[src/include/ssm_pkg.sv]
// Shared constants and types for the synchronous serial master port
// Assumes a single 100 MHz core clock and plain-port configuration
package ssm_pkg;
	// ----------------------------------------
	// Sizes and thresholds
	// ----------------------------------------
	localparam int WORD_W = 16;
	localparam int FIFO_DEPTH = 8;
	localparam int CTRL_W = 8;
	localparam int MIN_BITS = 4;
	localparam logic [3:0] WATERMARK = 4'h4;
	localparam logic [3:0] DSS_MIN = 4'h3;
	localparam logic [7:0] RXTO_CYCLES = 8'h40;
	localparam logic [15:0] DIV_RST = 16'h0000;
	// ----------------------------------------
	// Types
	// ----------------------------------------
	typedef enum logic [1:0] {
		FMT_SPI = 2'b00,
		FMT_DSP = 2'b01,
		FMT_CTRL = 2'b10
	} ssm_fmt_t;
	typedef struct packed {
		logic tx;
		logic rx;
		logic ovr;
		logic rxto;
	} ssm_irq_t;
	typedef struct packed {
		logic enable;
		ssm_fmt_t fmt;
		logic cpol;
		logic cpha;
		logic loopback;
		logic [3:0] dss;
		logic [2:0] presc_sel;
		logic [7:0] scr;
		ssm_irq_t int_mask;
	} ssm_cfg_t;
endpackage

[src/ssm_fifo.sv]
// First-in first-out store with registered full and empty flags
// Assumes writer and reader share the core clock
module ssm_fifo
	import ssm_pkg::*;
#(
	parameter int W = 16,
	parameter int DEPTH = 8,
	parameter int AW = 3
) (
	// Clock and reset
	input wire logic clk_in,
	input wire logic rst_in,
	// Fill side
	input wire logic wr_valid_in,
	input wire logic [W-1:0] wr_data_in,
	output logic wr_ready_out,
	// Drain side
	output logic rd_valid_out,
	output logic [W-1:0] rd_data_out,
	input wire logic rd_ready_in,
	// Fill level
	output logic [AW:0] level_out
);
	logic [W-1:0] mem_q [DEPTH];
	logic [AW-1:0] wp_q, rp_q;
	logic [AW:0] lvl_q, lvl_d;
	logic full_q, empty_q, wr_en, rd_en;

	assign wr_en = wr_valid_in && !full_q;
	assign rd_en = rd_ready_in && !empty_q;
	assign lvl_d = lvl_q + (AW+1)'(wr_en) - (AW+1)'(rd_en);
	assign wr_ready_out = !full_q;
	assign rd_valid_out = !empty_q;
	assign rd_data_out = mem_q[rp_q];
	assign level_out = lvl_q;

	always_ff @(posedge clk_in) begin
		if (wr_en) begin
			mem_q[wp_q] <= wr_data_in;
		end
	end

	always_ff @(posedge clk_in) begin
		if (rst_in) begin
			wp_q <= '0;
			rp_q <= '0;
			lvl_q <= '0;
			full_q <= 1'b0;
			empty_q <= 1'b1;
		end else begin
			if (wr_en) wp_q <= (wp_q == AW'(DEPTH-1)) ? '0 : wp_q + 1'b1;
			if (rd_en) rp_q <= (rp_q == AW'(DEPTH-1)) ? '0 : rp_q + 1'b1;
			lvl_q <= lvl_d;
			full_q <= (lvl_d == (AW+1)'(DEPTH));
			empty_q <= (lvl_d == '0);
		end
	end
endmodule

[src/ssm_port.sv]
// Master-only synchronous serial port: FIFOs, bit-rate divider, framing
// Assumes configuration is held stable by software while busy_out is high
//
// Notes on behaviour
// - Port is link master only: drives clock and framing in three formats.
// - Received bits are shifted into a word and pushed to receive FIFO.
// - Transmit and receive FIFOs each hold eight 16-bit words.
// - Software writes words to transmit FIFO; they are sent in order.
// - Each word is wrapped in the framing of the selected format.
// - Frame size programmable 4 to 16 bits; only low bits transferred.
// - Frames go out and come in most significant bit first.
// - Four interrupt requests, each gated by its own enable bit.
// - Combined interrupt is OR of the four enabled requests.
// - FIFO levels crossing watermark raise service requests.
// - Serial bit rate is programmable by division of port clock.
// - SPI format: selectable clock polarity and phase, full duplex.
// - DSP frame format: full duplex with one-bit frame pulse.
// - Control-word format: 8-bit control out, then slave data in only.
// - Port clock is core clock divided by 1 to 128 in powers of two.
module ssm_port
	import ssm_pkg::*;
(
	// Clock and reset
	input wire logic core_clk_in,
	input wire logic rst_in,
	// Configuration and flag clears
	input wire ssm_cfg_t cfg_in,
	input wire logic ovr_clr_in,
	input wire logic rxto_clr_in,
	// Transmit word stream
	input wire logic tx_valid_in,
	input wire logic [WORD_W-1:0] tx_data_in,
	output logic tx_ready_out,
	// Receive word stream
	output logic rx_valid_out,
	output logic [WORD_W-1:0] rx_data_out,
	input wire logic rx_ready_in,
	// Serial link
	output logic sclk_out,
	output logic mosi_out,
	input wire logic miso_in,
	output logic ss_n_out,
	output logic frame_out,
	// Status and interrupts
	output logic busy_out,
	output ssm_irq_t irq_out,
	output logic irq_any_out
);
	typedef enum logic [1:0] {
		ST_IDLE = 2'b00,
		ST_PRE = 2'b01,
		ST_BITS = 2'b10,
		ST_POST = 2'b11
	} ssm_state_t;

	// ----------------------------------------
	// Helper functions
	// ----------------------------------------
	function automatic logic [4:0] bits_of(input logic [3:0] dss);
		return (dss < DSS_MIN) ? 5'(MIN_BITS) : {1'b0, dss} + 5'h1;
	endfunction
	function automatic logic sclk_a(input ssm_cfg_t c);
		case (c.fmt)
			FMT_SPI: return c.cpha ? !c.cpol : c.cpol;
			FMT_DSP: return 1'b1;
			default: return 1'b0;
		endcase
	endfunction
	function automatic logic sclk_idle(input ssm_cfg_t c);
		return (c.fmt == FMT_SPI) ? c.cpol : 1'b0;
	endfunction
	function automatic logic [15:0] half_len(input ssm_cfg_t c);
		return 16'(({8'h00, c.scr} + 16'h0001) << c.presc_sel);
	endfunction

	ssm_state_t state_q;
	ssm_cfg_t cfg_q;
	logic half_q, tick, sclk_q, mosi_q, ss_n_q, frame_q, miso_s1_q, miso_s2_q, rx_bit;
	logic [15:0] div_q, tx_sh_q, rx_sh_q;
	logic [4:0] left_q, nbits;
	logic txf_valid, txf_pop, rxf_wready, rxf_wvalid_q, ovr_q, rxto_q;
	logic [15:0] txf_data, rxf_wdata_q;
	logic [3:0] tx_lvl, rx_lvl;
	logic [7:0] to_cnt_q;
	ssm_irq_t raw, irq_q;
	logic irq_any_q;

	// ----------------------------------------
	// FIFOs
	// ----------------------------------------
	assign txf_pop = txf_valid && cfg_in.enable && state_q == ST_IDLE;
	ssm_fifo #(.W(WORD_W), .DEPTH(FIFO_DEPTH), .AW(3)) tx_fifo (
		.clk_in(core_clk_in), .rst_in(rst_in),
		.wr_valid_in(tx_valid_in), .wr_data_in(tx_data_in), .wr_ready_out(tx_ready_out),
		.rd_valid_out(txf_valid), .rd_data_out(txf_data), .rd_ready_in(txf_pop),
		.level_out(tx_lvl)
	);
	ssm_fifo #(.W(WORD_W), .DEPTH(FIFO_DEPTH), .AW(3)) rx_fifo (
		.clk_in(core_clk_in), .rst_in(rst_in),
		.wr_valid_in(rxf_wvalid_q), .wr_data_in(rxf_wdata_q), .wr_ready_out(rxf_wready),
		.rd_valid_out(rx_valid_out), .rd_data_out(rx_data_out), .rd_ready_in(rx_ready_in),
		.level_out(rx_lvl)
	);

	// ----------------------------------------
	// Receive pin synchroniser and loopback
	// ----------------------------------------
	always_ff @(posedge core_clk_in) begin
		if (rst_in) begin
			miso_s1_q <= 1'b0;
			miso_s2_q <= 1'b0;
		end else begin
			miso_s1_q <= miso_in;
			miso_s2_q <= miso_s1_q;
		end
	end
	assign rx_bit = cfg_q.loopback ? mosi_q : miso_s2_q;

	// ----------------------------------------
	// Half-bit tick divider
	// ----------------------------------------
	assign tick = (div_q == half_len(cfg_q) - 16'h0001);
	always_ff @(posedge core_clk_in) begin
		if (rst_in || state_q == ST_IDLE || tick) begin
			div_q <= DIV_RST;
		end else begin
			div_q <= div_q + 16'h0001;
		end
	end

	// ----------------------------------------
	// Frame sequencer
	// ----------------------------------------
	assign nbits = bits_of(cfg_in.dss);
	always_ff @(posedge core_clk_in) begin
		if (rst_in) begin
			state_q <= ST_IDLE;
			cfg_q <= '0;
			half_q <= 1'b0;
			left_q <= '0;
			tx_sh_q <= '0;
			rx_sh_q <= '0;
			sclk_q <= 1'b0;
			mosi_q <= 1'b0;
			ss_n_q <= 1'b1;
			frame_q <= 1'b0;
			rxf_wvalid_q <= 1'b0;
			rxf_wdata_q <= '0;
		end else begin
			rxf_wvalid_q <= 1'b0;
			case (state_q)
				ST_IDLE: begin
					sclk_q <= sclk_idle(cfg_in);
					if (txf_pop) begin
						state_q <= ST_PRE;
						cfg_q <= cfg_in;
						half_q <= 1'b0;
						if (cfg_in.fmt == FMT_CTRL) begin
							tx_sh_q <= {txf_data[CTRL_W-1:0], 8'h00};
							left_q <= nbits + 5'(CTRL_W);
						end else begin
							tx_sh_q <= 16'(txf_data << (5'd16 - nbits));
							left_q <= nbits;
						end
						ss_n_q <= (cfg_in.fmt == FMT_DSP);
						frame_q <= (cfg_in.fmt == FMT_DSP);
						if (cfg_in.fmt == FMT_DSP) sclk_q <= 1'b1;
					end
				end
				ST_PRE: begin
					if (tick) begin
						half_q <= !half_q;
						if (!half_q) begin
							if (cfg_q.fmt == FMT_DSP) sclk_q <= 1'b0;
						end else begin
							state_q <= ST_BITS;
							half_q <= 1'b0;
							sclk_q <= sclk_a(cfg_q);
							mosi_q <= tx_sh_q[15];
							tx_sh_q <= {tx_sh_q[14:0], 1'b0};
							frame_q <= 1'b0;
						end
					end
				end
				ST_BITS: begin
					if (tick) begin
						half_q <= !half_q;
						if (!half_q) begin
							sclk_q <= !sclk_a(cfg_q);
							rx_sh_q <= {rx_sh_q[14:0], rx_bit};
						end else if (left_q == 5'h01) begin
							state_q <= ST_POST;
							sclk_q <= sclk_idle(cfg_q);
							ss_n_q <= 1'b1;
							rxf_wvalid_q <= 1'b1;
							rxf_wdata_q <= rx_sh_q & (16'hFFFF >> (5'd16 - bits_of(cfg_q.dss)));
						end else begin
							left_q <= left_q - 5'h01;
							sclk_q <= sclk_a(cfg_q);
							mosi_q <= tx_sh_q[15];
							tx_sh_q <= {tx_sh_q[14:0], 1'b0};
						end
					end
				end
				ST_POST: begin
					mosi_q <= 1'b0;
					if (tick) state_q <= ST_IDLE;
				end
				default: state_q <= ST_IDLE;
			endcase
		end
	end

	// ----------------------------------------
	// Interrupt requests
	// ----------------------------------------
	always_ff @(posedge core_clk_in) begin
		if (rst_in) begin
			ovr_q <= 1'b0;
		end else if (rxf_wvalid_q && !rxf_wready) begin
			ovr_q <= 1'b1;
		end else if (ovr_clr_in) begin
			ovr_q <= 1'b0;
		end
	end

	always_ff @(posedge core_clk_in) begin
		if (rst_in || !rx_valid_out || rx_ready_in) begin
			to_cnt_q <= '0;
		end else if (to_cnt_q != RXTO_CYCLES) begin
			to_cnt_q <= to_cnt_q + 8'h01;
		end
	end

	always_ff @(posedge core_clk_in) begin
		if (rst_in) begin
			rxto_q <= 1'b0;
		end else if (to_cnt_q == RXTO_CYCLES - 8'h01) begin
			rxto_q <= 1'b1;
		end else if (rxto_clr_in || rx_ready_in) begin
			rxto_q <= 1'b0;
		end
	end

	assign raw = '{tx: tx_lvl <= WATERMARK, rx: rx_lvl >= WATERMARK, ovr: ovr_q, rxto: rxto_q};
	always_ff @(posedge core_clk_in) begin
		if (rst_in) begin
			irq_q <= '0;
			irq_any_q <= 1'b0;
		end else begin
			irq_q <= raw & cfg_in.int_mask;
			irq_any_q <= |(raw & cfg_in.int_mask);
		end
	end

	assign sclk_out = sclk_q;
	assign mosi_out = mosi_q;
	assign ss_n_out = ss_n_q;
	assign frame_out = frame_q;
	assign busy_out = (state_q != ST_IDLE);
	assign irq_out = irq_q;
	assign irq_any_out = irq_any_q;
endmodule

[config.mk]
export PLATFORM = sky130hd
export DESIGN_NAME = ssm_port
export DESIGN_NICKNAME = d
export VERILOG_FILES = /design/src/include/ssm_pkg.sv /design/src/ssm_fifo.sv /design/src/ssm_port.sv
export SDC_FILE = /design/constraint.sdc
export NUM_CORES = 1
export LEC_CHECK = 0
export ABC_AREA = 1
export BUFFER_PORTS_ARGS = -buffer_cell sky130_fd_sc_hd__buf_2
export CAP_MARGIN = 15
export CORE_AREA = 2 2 209 211
export CTS_BUF_LIST = sky130_fd_sc_hd__clkbuf_2
export CTS_CLUSTER_DIAMETER = 60
export CTS_CLUSTER_SIZE = 40
export DETAILED_ROUTE_END_ITERATION = 8
export DIE_AREA = 0 0 211 213
export PLACE_DENSITY_LB_ADDON = 0.1
export SETUP_SLACK_MARGIN = 0.15
export SLEW_MARGIN = 20
export SYNTH_ARGS = -nofsm -noshare
export SYNTH_HDL_FRONTEND = slang
export SYNTH_SLANG_ARGS = --single-unit
export TNS_END_PERCENT = 1
[constraint.sdc]
create_clock -name core_clk_in -period 4.27 [get_ports core_clk_in]
set_input_delay 0.854 -clock core_clk_in [delete_from_list [all_inputs] [get_ports core_clk_in]]
set_output_delay 0.854 -clock core_clk_in [all_outputs]
set_load 0.05 [all_outputs]
== Word-level counts from Yosys, hierarchy flattened ==
Memories as Yosys holds them, arrays and structs flattened. A register that Yosys moved wholly into a read port is not among the register bits.
Index checks and enable logic that the tools add are counted.
Word-level totals
  flip-flop bits (word level): 138
  RAM bits: 256
  output and inout port bits: 28
  word-level logic and storage cells: 218
  memories kept: 2
Operators by class
  add/subtract/negate cells: 18
  magnitude comparators: 4
  equality and inequality tests: 25
  shift operators: 3
  muxes and demuxes: 78
  bitwise operators: 5
  reduce and logical (&&, ||, !) cells: 44
Memory list
  rx_fifo.mem_q: words 8, width 16, read ports 1, clocked after Yosys merged registers in 1, write ports 1, line ssm_fifo.sv:24  | logic [W-1:0] mem_q [DEPTH];
  tx_fifo.mem_q: words 8, width 16, read ports 1, clocked after Yosys merged registers in 1, write ports 1, line ssm_fifo.sv:24
Operator list (number)
  $mux W16: 7
  $pmux W16 S3: 1
  $mux W1: 40
  $mux W5: 7
  $mux W3: 8
  $add A16 B1 Y16 const B: 1
  $and A16 B16 Y16: 1
  $eq A16 B16 Y1: 1
  $reduce_and A4 Y1: 4
  $shl A16 B5 Y16: 1
  $shl A9 B3 Y16: 1
  $shr A16 B5 Y16 const A: 1
  $sub A16 B1 Y16 const B: 1
  $mux W2: 7
  $ne A2 B2 Y1 const B: 7
  $reduce_and A7 Y1: 2
  $add A3 B1 Y3 const B: 4
  $eq A3 B3 Y1 const B: 4
  $add A4 B1 Y5 const B: 2
  $pmux W5 S2: 1
  $reduce_and A5 Y1: 2
  $reduce_bool A2 Y1: 5
  $sub A5 B5 Y5 const A: 2
  $add A8 B1 Y9 const B: 1
  other kinds (31): 66

== Longest topological paths before layout ==
Gate-level depths: netlist of the first run.
  depth in word-level cells: 11
  mapped depth: 26
  depth with buffers taken out: 24

== Hierarchy ==
Synthesis of the first run repeated with hierarchy kept, for this count alone.
Second synthesis, totals
  cells, all modules: 2231
  area total of the unflattened synthesis: 19050.8 um^2
Modules (own cells, without submodules)
  ssm_fifo: times used 2, cells each 520, area each 5821.8 um^2, seq. area each 4144.0 um^2
  ssm_port: times used 1, cells each 1191, area each 7407.1 um^2, seq. area each 2282.2 um^2

== Least setup slack after synthesis of the first run ==
OpenSTA, ideal clock, no wires.
  path type: input -> register
  start point: in cfg_in[15] (netlist name)
  end point: reg tx_sh_q[12]
  library setup time: 0.110 ns
  arrival time: 3.380 ns
  setup slack: 0.780 ns
  stages: 20
  buffers on the path: 2
  path through: ha_1 -> inv_1 -> nand2_1 -> inv_1 -> nor2_1 -> inv_1 -> clkbuf_1 -> ha_1 -> inv_1 -> xor2_1 -> inv_1 -> clkbuf_1 -> nand2_1 -> nand3_1 -> nand3_1 -> o211ai_1 -> nand2_1 -> nand4_1 -> nand2_1 -> nor2_1
On the way
  word-level cells in the longest chain between the ends: 7
  elaborated cells on any way between the ends: 8
  classes of those cells: 2 x add/sub; 1 x order compare; 1 x shift; 4 x mux
RTL lines
  start: declaration: line ssm_port.sv:27  | input wire ssm_cfg_t cfg_in,
  $add A4 B1 Y5 / $lt A4 B2 Y1 (equally long branches): line ssm_port.sv:60  | return (dss < DSS_MIN) ? 5'(MIN_BITS) : {1'b0, dss} + 5'h1;
  $mux W5 (*): line ssm_port.sv:60
  $sub A5 B5 Y5 (*): line ssm_port.sv:162  | tx_sh_q <= 16'(txf_data << (5'd16 - nbits));
  $shl A16 B5 Y16 (*): line ssm_port.sv:162
  $mux W16 (*): line ssm_port.sv:158  | if (cfg_in.fmt == FMT_CTRL) begin
  $mux W16 (*): line ssm_port.sv:154  | if (txf_pop) begin
  $pmux W16 S3 (*): line ssm_port.sv:151  | case (state_q)
  end signal: assignment: line ssm_port.sv:159  | tx_sh_q <= {txf_data[CTRL_W-1:0], 8'h00};
  end signal: assignment: line ssm_port.sv:162
  end signal: assignment: line ssm_port.sv:180  | tx_sh_q <= {tx_sh_q[14:0], 1'b0};
  end: declaration: line ssm_port.sv:79  | logic [15:0] div_q, tx_sh_q, rx_sh_q;
Mark *: on every way between the ends. The rest lies on a longest branch, timed or not. The select of a mux whose other input is x is not followed.
A chain may end at the register's enable or synchronous reset.

==> summary.md, run 1 <==
| Metric | Value |
|---|---|
| Vias post-DR | 14497 |
| Die X | 211 um |
| Mapped Nets | 2192 |
| Drt total wl | 45.9 mm |
| Crit. End Element | output pin |
| CTS Buf Count | 35 |
| P_sw | 5.27 mW |
| Clock Latency Late Sink | 1.12 ns |
| Ys flop type | edfxtp_1 |
| Area growth from synthesis to layout | 9.31% |
| Maximum operating frequency | 257 MHz |
| #FFs+latches synth | 400 |
| Setup TNS Final | 0 ns |
| Critical path type | reg2out |
| Vias in the first global route | 13769 |
| Commonest non-fill, non-tap cell in the layout | nor2_1 |
| Clk pwr share | 0.165 |
| CTS tree | done |
| Met2 Use GR | 0.354 |
| Layout Skew | 0.188 ns |
| Final worst path period need | 3.88 ns |
| Critical Path AT | 3.03 ns |
| CTS clk-pin slew, worst paths | 0.37 ns |
| Die height | 213 um |
| Endpoints failing setup | 0 |
| Placed Area | 20000 um^2 |
| Root Buffer | clkbuf_2 |
| Hold crit path type | in2reg |
| Final hold vios | 0 |
| Relative slew margins | 0.373 |
| Boundary Pins | 76 |
| GPL Wtd Cong | 0.869 |
| First-pass GRT wire length | 72.7 mm |
| Yosys Warn Count | 0 |
| GR peak layer | met2 |
| WP data required | 3.42 ns |
| Share of layout cells above drive strength 1 | 0.122 |
| Sequential Power Share | 0.396 |
| Cell Area, Synth | 19000 um^2 |
| Total core area | 42700 um^2 |
| Startpoint Class | flip-flop |
| Met3 Use GR | 0.0328 |
| Via-per-instance ratio | 5.23 |
| Power Dens Cells | 570 nW/um^2 |
| Port buffer count | 75 |
| Netlist cell types | 56 |
| Max FO, Critical Path | 19 |
| Clk buf depth | 3 |
| Per-cell routed wire length | 16.5 um |
| Worst-margin pin slew | 0.933 ns |
| Synth Instances | 2106 |
| H-tree levels | 2 |
| Overflow after GRT | 0 |
| # rows | 76 |
| Max-cap violations | 0 |
| Combinational power share | 0.439 |
| Largest net degree at the start of global routing | 65 |
| Initial drt markers | 1046 |
| Most frequent cells in the layout | nor2_1, nand2_1, edfxtp_1 |
| Max Slew Vio Count | 0 |
| Worst vdd ir | 298 uV |
| Final period utilization | 0.910 |
| Unrepaired setup endpoints after global routing | true |
| GRT Util Overall | 0.205 |
| Final HPWL DP | 29.9 mm |
| Internal | 6.53 mW |
| Initial Utilization | 0.444 |
| CTS Sinks | 400 |
| Cell area after layout | 20700 um^2 |
| Global routing usage on met1 | 0.270 |
| Leakage | 7.83 nW |
| Post-synth EDFFs | 256 |
| Setup bufs post-CTS | 0 |
| Area of the die | 44900 um^2 |
| Final net count | 2281 |
| Antenna violations before repair | 2 |
| Sequential area share after synthesis | 0.558 |
| Status | finished clean |
| DR pass1 iterations | 5 |
| Post-synth ARST share | 0 |
| Switching Share | 0.447 |
| Number of routed nets with antenna violations | 0 |
| DRC viols | 0 |
| Syn_area_per_cell | 9.00 um^2 |
[state kept, by name, summed over array words and instances (netlist names), 2 cells and up, named ones only]
name               count
rx_sh_q               16
rxf_wdata_q           16
irq_out                4
to_cnt_q               8
tx_sh_q               16
rx_fifo.rp_q           3
rx_fifo.mem_q        128
tx_fifo.level_out      4
left_q                 5
rx_fifo.level_out      4
state_q                2
tx_fifo.wp_q           3
cfg_q                 20
tx_fifo.mem_q        128
div_q                 16
rx_fifo.wp_q           3
tx_fifo.rp_q           3
[cell families (layout without fill, tap and decap cells)]
logic type,Yosys count,in the layout,synth area share
AOI/OAI and AO/OA,394,394,0.116
xor gates and xnor gates,30,30,0.0139
adders and majority gates,38,38,0.0259
buffers and inverters,284,400,0.0582
DFF,400,400,0.558
muxes,2,2,0.00112
other,0,3,0
and+or+nand+nor,958,958,0.228
[per-layer routing]
metal	share of wire	up-vias
met1	0.46	6825
met4	0.018	0
li1	-	7344
met2	0.49	265
met3	0.039	63
met5	0	-
[stage by stage]
step	utilization	hold WS, ns	cells	worst slack (ns)	power (mW)
finish	0.485	0.117	2771	0.386	11.8
global placement	0.468	0.399	2680	0.553	9.88
detailed placement	0.468	0.417	2680	0.470	9.92
floorplan	-	0.388	2106	0.780	8.69
global route	0.485	0.0296	2770	0.145	12.7
CTS	0.485	0.00438	2768	0.125	11.9
[worst max-delay path, cell delays in order, from the launching register on]
cell,delay [ns]
dfxtp_1,0.46
clkinvlp_4,0.36
buf_4,0.34
nor2_1,0.10
o21ai_0,0.08
a31oi_1,0.27
buf_2,0.32
[cell type report]
cell class                 instances  area (um^2)
clock buffer                      40          200
fill                            4056        22000
inverter                         193          732
timing repair buffer             143          950
sequential                       400        10600
multi-input combinational       1422         7280
clock inverter                    24          292
tap                              546          683
antenna                            3         7.51
[power by group through the flow]
stage / sequential [mW] / combinational [mW] / clock, mW
after floorplan: 4.77 / 3.92 / 0
after global placement: 4.76 / 5.13 / 0
after detailed placement: 4.76 / 5.16 / 0
after CTS: 4.68 / 5.20 / 2.02
after global routing: 4.73 / 5.85 / 2.17
final: 4.68 / 5.18 / 1.94
[path summary, 6_finish.rpt]
path                                  from               to  slack (ns)  cells past startpoint
worst max-delay path             flip-flop  rx_data_out[12]        0.39                      6
worst min-delay path            cfg_in[19]        cfg_q[19]        0.12                      3
worst max register to register    cfg_q[4]       tx_sh_q[5]        0.76                     23
worst min register to register  rx_sh_q[0]   rxf_wdata_q[0]        0.39                      2
[synthesized netlist by cell type, types with 3 or more instances]
cell type | instances | area, um^2
a211oi_1 | 3 | 22.5
nor3b_1 | 7 | 52.6
nand3_2 | 21 | 210
dfxtp_1 | 144 | 2880
o31ai_1 | 3 | 22.5
o221ai_1 | 6 | 52.6
nor4_1 | 4 | 25.0
or2_2 | 5 | 31.3
inv_2 | 8 | 30.0
ha_1 | 36 | 450
edfxtp_1 | 256 | 7690
xnor2_1 | 4 | 35.0
o22ai_1 | 24 | 150
nand3b_1 | 4 | 30.0
o21ai_0 | 222 | 1110
nand2_1 | 314 | 1180
nand2_4 | 5 | 56.3
a21oi_1 | 75 | 375
nand2_2 | 22 | 138
a31oi_1 | 19 | 119
o211ai_1 | 17 | 128
buf_2 | 11 | 55.1
nor2_4 | 9 | 101
a22oi_1 | 10 | 75.1
clkbuf_1 | 66 | 248
nand4_1 | 25 | 156
xor2_1 | 26 | 228
nor2_1 | 355 | 1330
nor2_2 | 4 | 25.0
nor3_1 | 28 | 140
clkinv_1 | 5 | 18.8
buf_1 | 10 | 37.5
inv_1 | 180 | 676
nand3_1 | 148 | 741
[what timing repair did]
action                                  in CTS  in global routing
hold buffers                                24                  0
endpoints found under the setup margin       3                 14
hold endpoints to repair                   129                  0
gates resized for setup                      1                  2
No activity file was read; power rests on OpenSTA's default activity.
==> run 2, diff against run 1 <==
CTS_BUF_LIST = unset   (was sky130_fd_sc_hd__clkbuf_2)
==> run 2 against run 1 <==
Net effect: global-route usage barely moved; final cell count fell by 0.94%; core utilization up 1.1 points; combinational power barely moved; critical path depth grew 17; sequential power about the same; critical endpoint is now tx_sh_q[9]; first-iteration DRC count is essentially flat; fmax grew 12%; critical path type is now reg2reg; die area is the same; cell area increased by 2.2%.
==> summary.md, run 2 (synthesis gave the netlist of run 1 again) <==
| Metric | Value |
|---|---|
| Status | finished clean |
| Share of layout cells above drive strength 1 | 0.121 (-0.00140) |
| Drt total wl | 45.7 mm (-0.34%) |
| Placed Area | 20000 um^2 (unchanged) |
| Clk buf depth | 3 (unchanged) |
| GRT Util Overall | 0.205 (about the same) |
| Final worst path period need | 3.47 ns (-0.415 ns) |
| DR pass1 iterations | 5 (unchanged) |
| H-tree levels | 2 (unchanged) |
| Most frequent cells in the layout | nor2_1, nand2_1, edfxtp_1 |
| Post-cts sizing count | 0 (-1) |
| Antenna violations before repair | 2 (unchanged) |
| Endpoints failing setup | 0 (unchanged) |
| Max-cap violations | 0 (unchanged) |
| CTS Sinks | 400 (unchanged) |
| Overflow after GRT | 0 (unchanged) |
| Max Slew Vio Count | 0 (unchanged) |
| CTS clk-pin slew, worst paths | 0.07 ns (-0.30 ns) |
| Vias in the first global route | 13632 (-0.99%) |
| Setup bufs post-CTS | 0 (unchanged) |
| Maximum operating frequency | 288 MHz (+12%) |
| Leakage | 8.00 nW (+2.2%) |
| Port buffer count | 75 (unchanged) |
| Largest net degree at the start of global routing | 65 (unchanged) |
| Worst-margin pin slew | 0.932 ns (-0.000979 ns) |
| Cell area after layout | 21200 um^2 (+2.2%) |
| Startpoint Class | flip-flop |
| Hold crit path type | reg2reg |
| Final Non-Filler Cells | 2745 (-0.94%) |
| CP max stage delay | 0.44 ns (-0.02 ns) |
| Critical path type | reg2reg |
| Fin util | 0.496 (+0.0105) |
| Fin Hold WS | 0.421 ns (+0.304 ns) |
| # rows | 76 (unchanged) |
| Clock Latency Late Sink | 0.58 ns (-0.54 ns) |
| Via-per-instance ratio | 5.24 (+0.22%) |
| Final HPWL DP | 29.9 mm (unchanged) |
| Crit-path most repeated cell | nand2_1 |
| Vias post-DR | 14392 (-0.72%) |
| WP data required | 4.77 ns (+1.35 ns) |
| Max FO, Critical Path | 23 (+4) |
| Post-CTS Hold Fix Bufs | 0 (-100%) |
| Final Power | 13.1 mW (+11%) |
| Commonest non-fill, non-tap cell in the layout | nor2_1 |
| First-pass GRT wire length | 72.5 mm (-0.22%) |
| DRC viols | 0 (unchanged) |
| Final net count | 2257 (-1.1%) |
| Slowest cell on crit path | dfxtp_1 |
| Setup TNS Final | 0 ns (unchanged) |
| Area of the die | 44900 um^2 (unchanged) |
| Layout Skew | 0.0378 ns (-0.150 ns) |
| CTS tree | done |
| Critical Path AT | 3.96 ns (+0.93 ns) |
| Crit. End Element | flip-flop |
| Unrepaired setup endpoints after global routing | false |
| Slack of the critical path | 0.801 ns (+0.415 ns) |
| Relative slew margins | 0.374 (+0.000658) |
| Boundary Pins | 76 (unchanged) |
| Root Buffer | clkbuf_16 |
| Initial drt markers | 1047 (+0.096%) |
| Number of routed nets with antenna violations | 0 (unchanged) |
| Post-place setup slack | 0.470 ns (unchanged) |
| Initial Utilization | 0.444 (unchanged) |
| Final hold vios | 0 (unchanged) |
| Regs by FF count | rx_fifo.mem_q (128), tx_fifo.mem_q (128), cfg_q (20) |
| Power Dens Cells | 621 nW/um^2 (+9.0%) |
| Critical-path cell list | ha_1 -> o21ai_1 -> nor2_1 -> nand2_1 -> ha_1 -> nand2_1 -> inv_2 -> nand2_4 -> inv_2 -> nand3_1 -> nand2_1 -> nand2_1 -> nand2_1 -> nand2_1 -> a21oi_2 -> nand2_2 -> nor2_4 -> nand2_4 -> o21ai_4 -> nand3_4 -> nand2_1 -> inv_1 -> nor2_1 |
| GPL Wtd Cong | 0.869 (unchanged) |
| Total core area | 42700 um^2 (unchanged) |
| Placed insts | 2680 (unchanged) |
| Final period utilization | 0.812 (-0.0972) |
| CTS Buf Count | 35 (unchanged) |
| Die X | 211 um (unchanged) |
| Area growth from synthesis to layout | 11.7% |
| Die height | 213 um (unchanged) |
| Worst vdd ir | 477 uV (+60%) |
| Per-cell routed wire length | 16.6 um (+0.60%) |
-- run 2: layout make-up --
class	instances	area [um^2]
fill	3988	21500
sequential	400	10600
multi-input combinational	1422	7280
clock buffer	40	916
inverter	193	724
timing repair buffer	119	706
tap	546	683
clock inverter	24	283
antenna	1	2.50
-- run 2: where the power goes --
part / internal (mW) / switching [mW] / total (mW)
registers: 4.46 / 0.212 / 4.68
logic: 1.59 / 3.57 / 5.16
clock network: 1.67 / 1.64 / 3.31
total: 7.72 / 5.43 / 13.1
-- run 2: routing by layer --
metal  GRT usage  vias up  wire length [um]
li1            -     7293                 -
met1       0.270     6748             20600
met2       0.352      284             22200
met3      0.0359       65              1980
met4      0.0500        2               855
met5           0        -                 7
-- run 2: final timing paths --
path                            slack (ns)  cells after the start      start         end
worst max register to register        0.80                     23   cfg_q[4]  tx_sh_q[9]
worst min-delay path                  0.42                      2  miso_s1_q   miso_s2_q
worst min register to register        0.42                      2  miso_s1_q   miso_s2_q
worst max-delay path                  0.80                     23   cfg_q[4]  tx_sh_q[9]
-- run 2: critical path: cells and delay by family, from the launching register on --
family	cells	cell delay, ns
simple gates	15	1.65
compound gates	3	0.62
fa+ha+maj	2	0.46
flops	1	0.44
buf+inv	3	0.22
==> run 3, diff against run 2 <==
ABC_AREA = 0   (was 1)
CORE_AREA = 2 2 207 209   (was 2 2 209 211)
DIE_AREA = 0 0 209 211   (was 0 0 211 213)
clock period = 3.1 ns   (was 4.27 ns; I/O delays follow)
==> run 3 against run 2 <==
Net effect: the flow now finishes with violations (negative setup slack); critical path depth down 8; critical endpoint is now rxf_wdata_q[0]; cell area up 5.2%; critical path type unchanged; die area decreased by 1.9%; largest power group is now sequential cells; worst hold slack worse by 0.18 ns; global-route usage is 1.1 points lower; clock power rose by 29%.
==> summary.md, run 3 <==
| Metric | Value |
|---|---|
| DRC viols | 0 (unchanged) |
| H-tree levels | 1 (-1) |
| Critical Path AT | 4.36 ns (+0.40 ns) |
| #FFs+latches synth | 400 (unchanged) |
| Setup TNS Final | -42.97 ns (-42.97 ns) |
| Yosys top cell area share | 0.414 (+0.00803) |
| Footprint of the multi-input gates | 7720 um^2 (+6.0%) |
| CTS Buf Count | 31 (-11%) |
| Max-cap violations | 0 (unchanged) |
| Synth area leader | edfxtp_1 |
| Antenna violations before repair | 0 (-2) |
| Sequential Power Share | 0.396 (+0.040) |
| Count leader, synth | edfxtp_1 |
| Layout Skew | 0.0235 ns (-0.0143 ns) |
| Regs by FF count | rx_fifo.mem_q (128), tx_fifo.mem_q (128), cfg_q (20) |
| Flop2flop setup slack | -0.72 ns (-1.52 ns) |
| Vias in the first global route | 12279 (-9.9%) |
| Number of routed nets with antenna violations | 0 (unchanged) |
| P_sw | 5.35 mW (-1.4%) |
| Cells on worst reg2reg path | 15 (-35%) |
| Via-per-instance ratio | 5.49 (+4.8%) |
| Max FO, Critical Path | 6 (-74%) |
| Maximum operating frequency | 262 MHz (-9.1%) |
| Total core area | 41800 um^2 (-2.2%) |
| First-pass GRT wire length | 67.9 mm (-6.4%) |
| Commonest non-fill, non-tap cell in the layout | edfxtp_1 |
| Sequential area share after synthesis | 0.569 (+0.0110) |
| Top cells by area, synth | edfxtp_1, dfxtp_1, mux4_2, mux2i_1, ha_1 |
| Root Buffer | clkbuf_16 |
| Largest net degree at the start of global routing | 88 (+35%) |
| Startpoint Class | flip-flop |
| Crit. Startpoint | cfg_q[5] |
| DR pass1 iterations | 5 (unchanged) |
| Per-cell routed wire length | 18.9 um (+14%) |
| Reg2Reg Launch Point | cfg_q[5] |
| # rows | 75 (-1.3%) |
| Most frequent cells in the layout | edfxtp_1, buf_4, dfxtp_1 |
| Syn_area_per_cell | 12.5 um^2 (+39%) |
| Relative slew margins | 0.597 (+0.224) |
| Overflow after GRT | 0 (unchanged) |
| Yosys Warn Count | 0 (unchanged) |
| CTS tree | done |
| Fin Hold WS | 0.244 ns (-0.178 ns) |
| Switching Share | 0.339 (-0.0740) |
| Critical path type | reg2reg |
| Netlist cell types | 93 (+66%) |
| Clk pwr share | 0.271 (+0.019) |
| Hold crit path type | in2reg |
| Final worst path period need | 3.82 ns (+0.348 ns) |
| CTS Sinks | 400 (unchanged) |
| Initial Utilization | 0.445 (+0.00115) |
| Unrepaired setup endpoints after global routing | true |
| Die X | 209 um (-0.95%) |
| Ys flop type | edfxtp_1 |
| Power Dens Cells | 709 nW/um^2 (+14%) |
| Boundary Pins | 76 (unchanged) |
| Drt total wl | 42.7 mm (-6.7%) |
| Fillcell total | 3587 (-10%) |
| Clock Latency Late Sink | 0.60 ns (+0.02 ns) |
| Area of the die | 44100 um^2 (-1.9%) |
| R2R Path End | rxf_wdata_q[0] |
| Post-synth ARST share | 0 (unchanged) |
| Final hold vios | 0 (unchanged) |
| Mapped Nets | 1575 (-28%) |
| Crit. End Element | flip-flop |
| Worst vdd ir | 473 uV (-0.88%) |
| Internal | 10.4 mW (+35%) |
| Post-synth EDFFs | 256 (unchanged) |
| Failing checks | negative setup slack |
| Area growth from synthesis to layout | 19.9% |
| Vias post-DR | 12369 (-14%) |
| WP data required | 3.64 ns (-1.13 ns) |
| Leakage | 7.67 nW (-4.1%) |
| Synth Instances | 1489 (-29%) |
| GRT Util Overall | 0.195 (-0.0105) |
| Initial drt markers | 882 (-16%) |
| Final period utilization | 1.23 (+0.419) |
| Most frequent cells after synthesis | edfxtp_1, dfxtp_1, nand2_1 |
| Status | complete, but fails checks |
| Slack of the critical path | -0.718 ns (-1.52 ns) |
| N_diodes | 0 (-1) |
| Port buffer count | 75 (unchanged) |
| Final net count | 1773 (-21%) |
| Share of layout cells above drive strength 1 | 0.283 (+0.162) |
| Endpoints failing setup | 77 (+77) |
| Combinational power share | 0.333 (-0.060) |
| Cell Area, Synth | 18600 um^2 (-1.9%) |
| Die height | 211 um (-0.94%) |
| Register area | 10600 um^2 (+0.17%) |
| Fin util | 0.533 (+0.0377) |
| Worst-margin pin slew | 0.603 ns (-0.329 ns) |
| GPL Wtd Cong | 0.844 (-2.8%) |
| CTS clk-pin slew, worst paths | 0.09 ns (+0.02 ns) |
| Final HPWL DP | 28.6 mm (-4.3%) |
| Clk buf depth | 3 (unchanged) |
| Critical Path End | rxf_wdata_q[0] |
| Max Slew Vio Count | 0 (unchanged) |
run 3: timing repair:
action                                  CTS  global route
gates resized for setup                  68            30
buffers inserted                         17             3
pin swaps                                28             9
endpoints found under the setup margin   90            90
hold buffers                              0             0
run 3: worst max-delay path: stages (launching register included):
cell	delay, ns
dfxtp_4	0.40
buf_6	0.11
buf_12	0.09
nand3_4	0.08
xnor2_2	0.15
a211oi_2	0.25
nand2_1	0.12
a22o_1	0.21
or3_4	0.37
or4_4	0.50
mux2_4	0.26
o2111a_2	0.28
nand4_1	0.21
buf_6	0.20
or3b_4	0.39
a21oi_2	0.13
run 3: power groups by stage:
| stage | registers (mW) | logic [mW] | clock network, mW |
|---|---|---|---|
| floorplan | 6.34 | 3.38 | 0 |
| global placement | 6.35 | 4.92 | 0 |
| detailed placement | 6.37 | 4.96 | 0 |
| CTS | 6.25 | 5.20 | 4.41 |
| global route | 6.29 | 5.78 | 4.60 |
| finish | 6.25 | 5.26 | 4.28 |
run 3: layer usage:
layer,vias to the layer above,part of all wire,GRT usage
li1,6024,-,-
met1,6073,0.46,0.266
met2,215,0.49,0.332
met3,57,0.033,0.0217
met4,0,0.022,0.0505
met5,-,0,0
run 3: worst min-delay path by stage:
stage	startpoint	slack [ns]	endpoint	depth (start not counted)
after floorplan	miso_s1_q	0.41	miso_s2_q	1
after global placement	miso_s1_q	0.42	miso_s2_q	1
after detailed placement	miso_s1_q	0.43	miso_s2_q	1
after CTS	miso_in	0.20	miso_s1_q	2
after global routing	cfg_in[4]	0.25	cfg_q[4]	3
final	miso_in	0.24	miso_s1_q	2
run 3: cells by family after synthesis:
kind of cell,after synthesis,synth area share
buffers and inverters,137,0.0332
multiplexers,164,0.134
flip-flops,400,0.569
AND/OR/NAND/NOR,456,0.126
adder cells (fa/ha/maj),38,0.0264
XOR/XNOR,45,0.0212
AO/OA/AOI/OAI,249,0.0907
run 3: metrics by stage:
stage / std cells / worst slack, ns / cell area, um^2 / power, mW
after floorplan: 1489 / -0.511 / 18700 / 9.72
after global placement: 2173 / -0.796 / 20700 / 11.3
after detailed placement: 2173 / -0.785 / 20700 / 11.3
after CTS: 2248 / -0.666 / 22100 / 15.9
after global routing: 2251 / -0.860 / 22300 / 16.7
final: 2251 / -0.718 / 22300 / 15.8
run 3: final cells by class:
type                       count  share of cell area
clock buffer                  34              0.0358
clock inverter                24              0.0143
inverter                      54             0.00910
multi-input combinational    952               0.347
sequential                   400               0.475
tap                          539              0.0303
timing repair buffer         248              0.0886
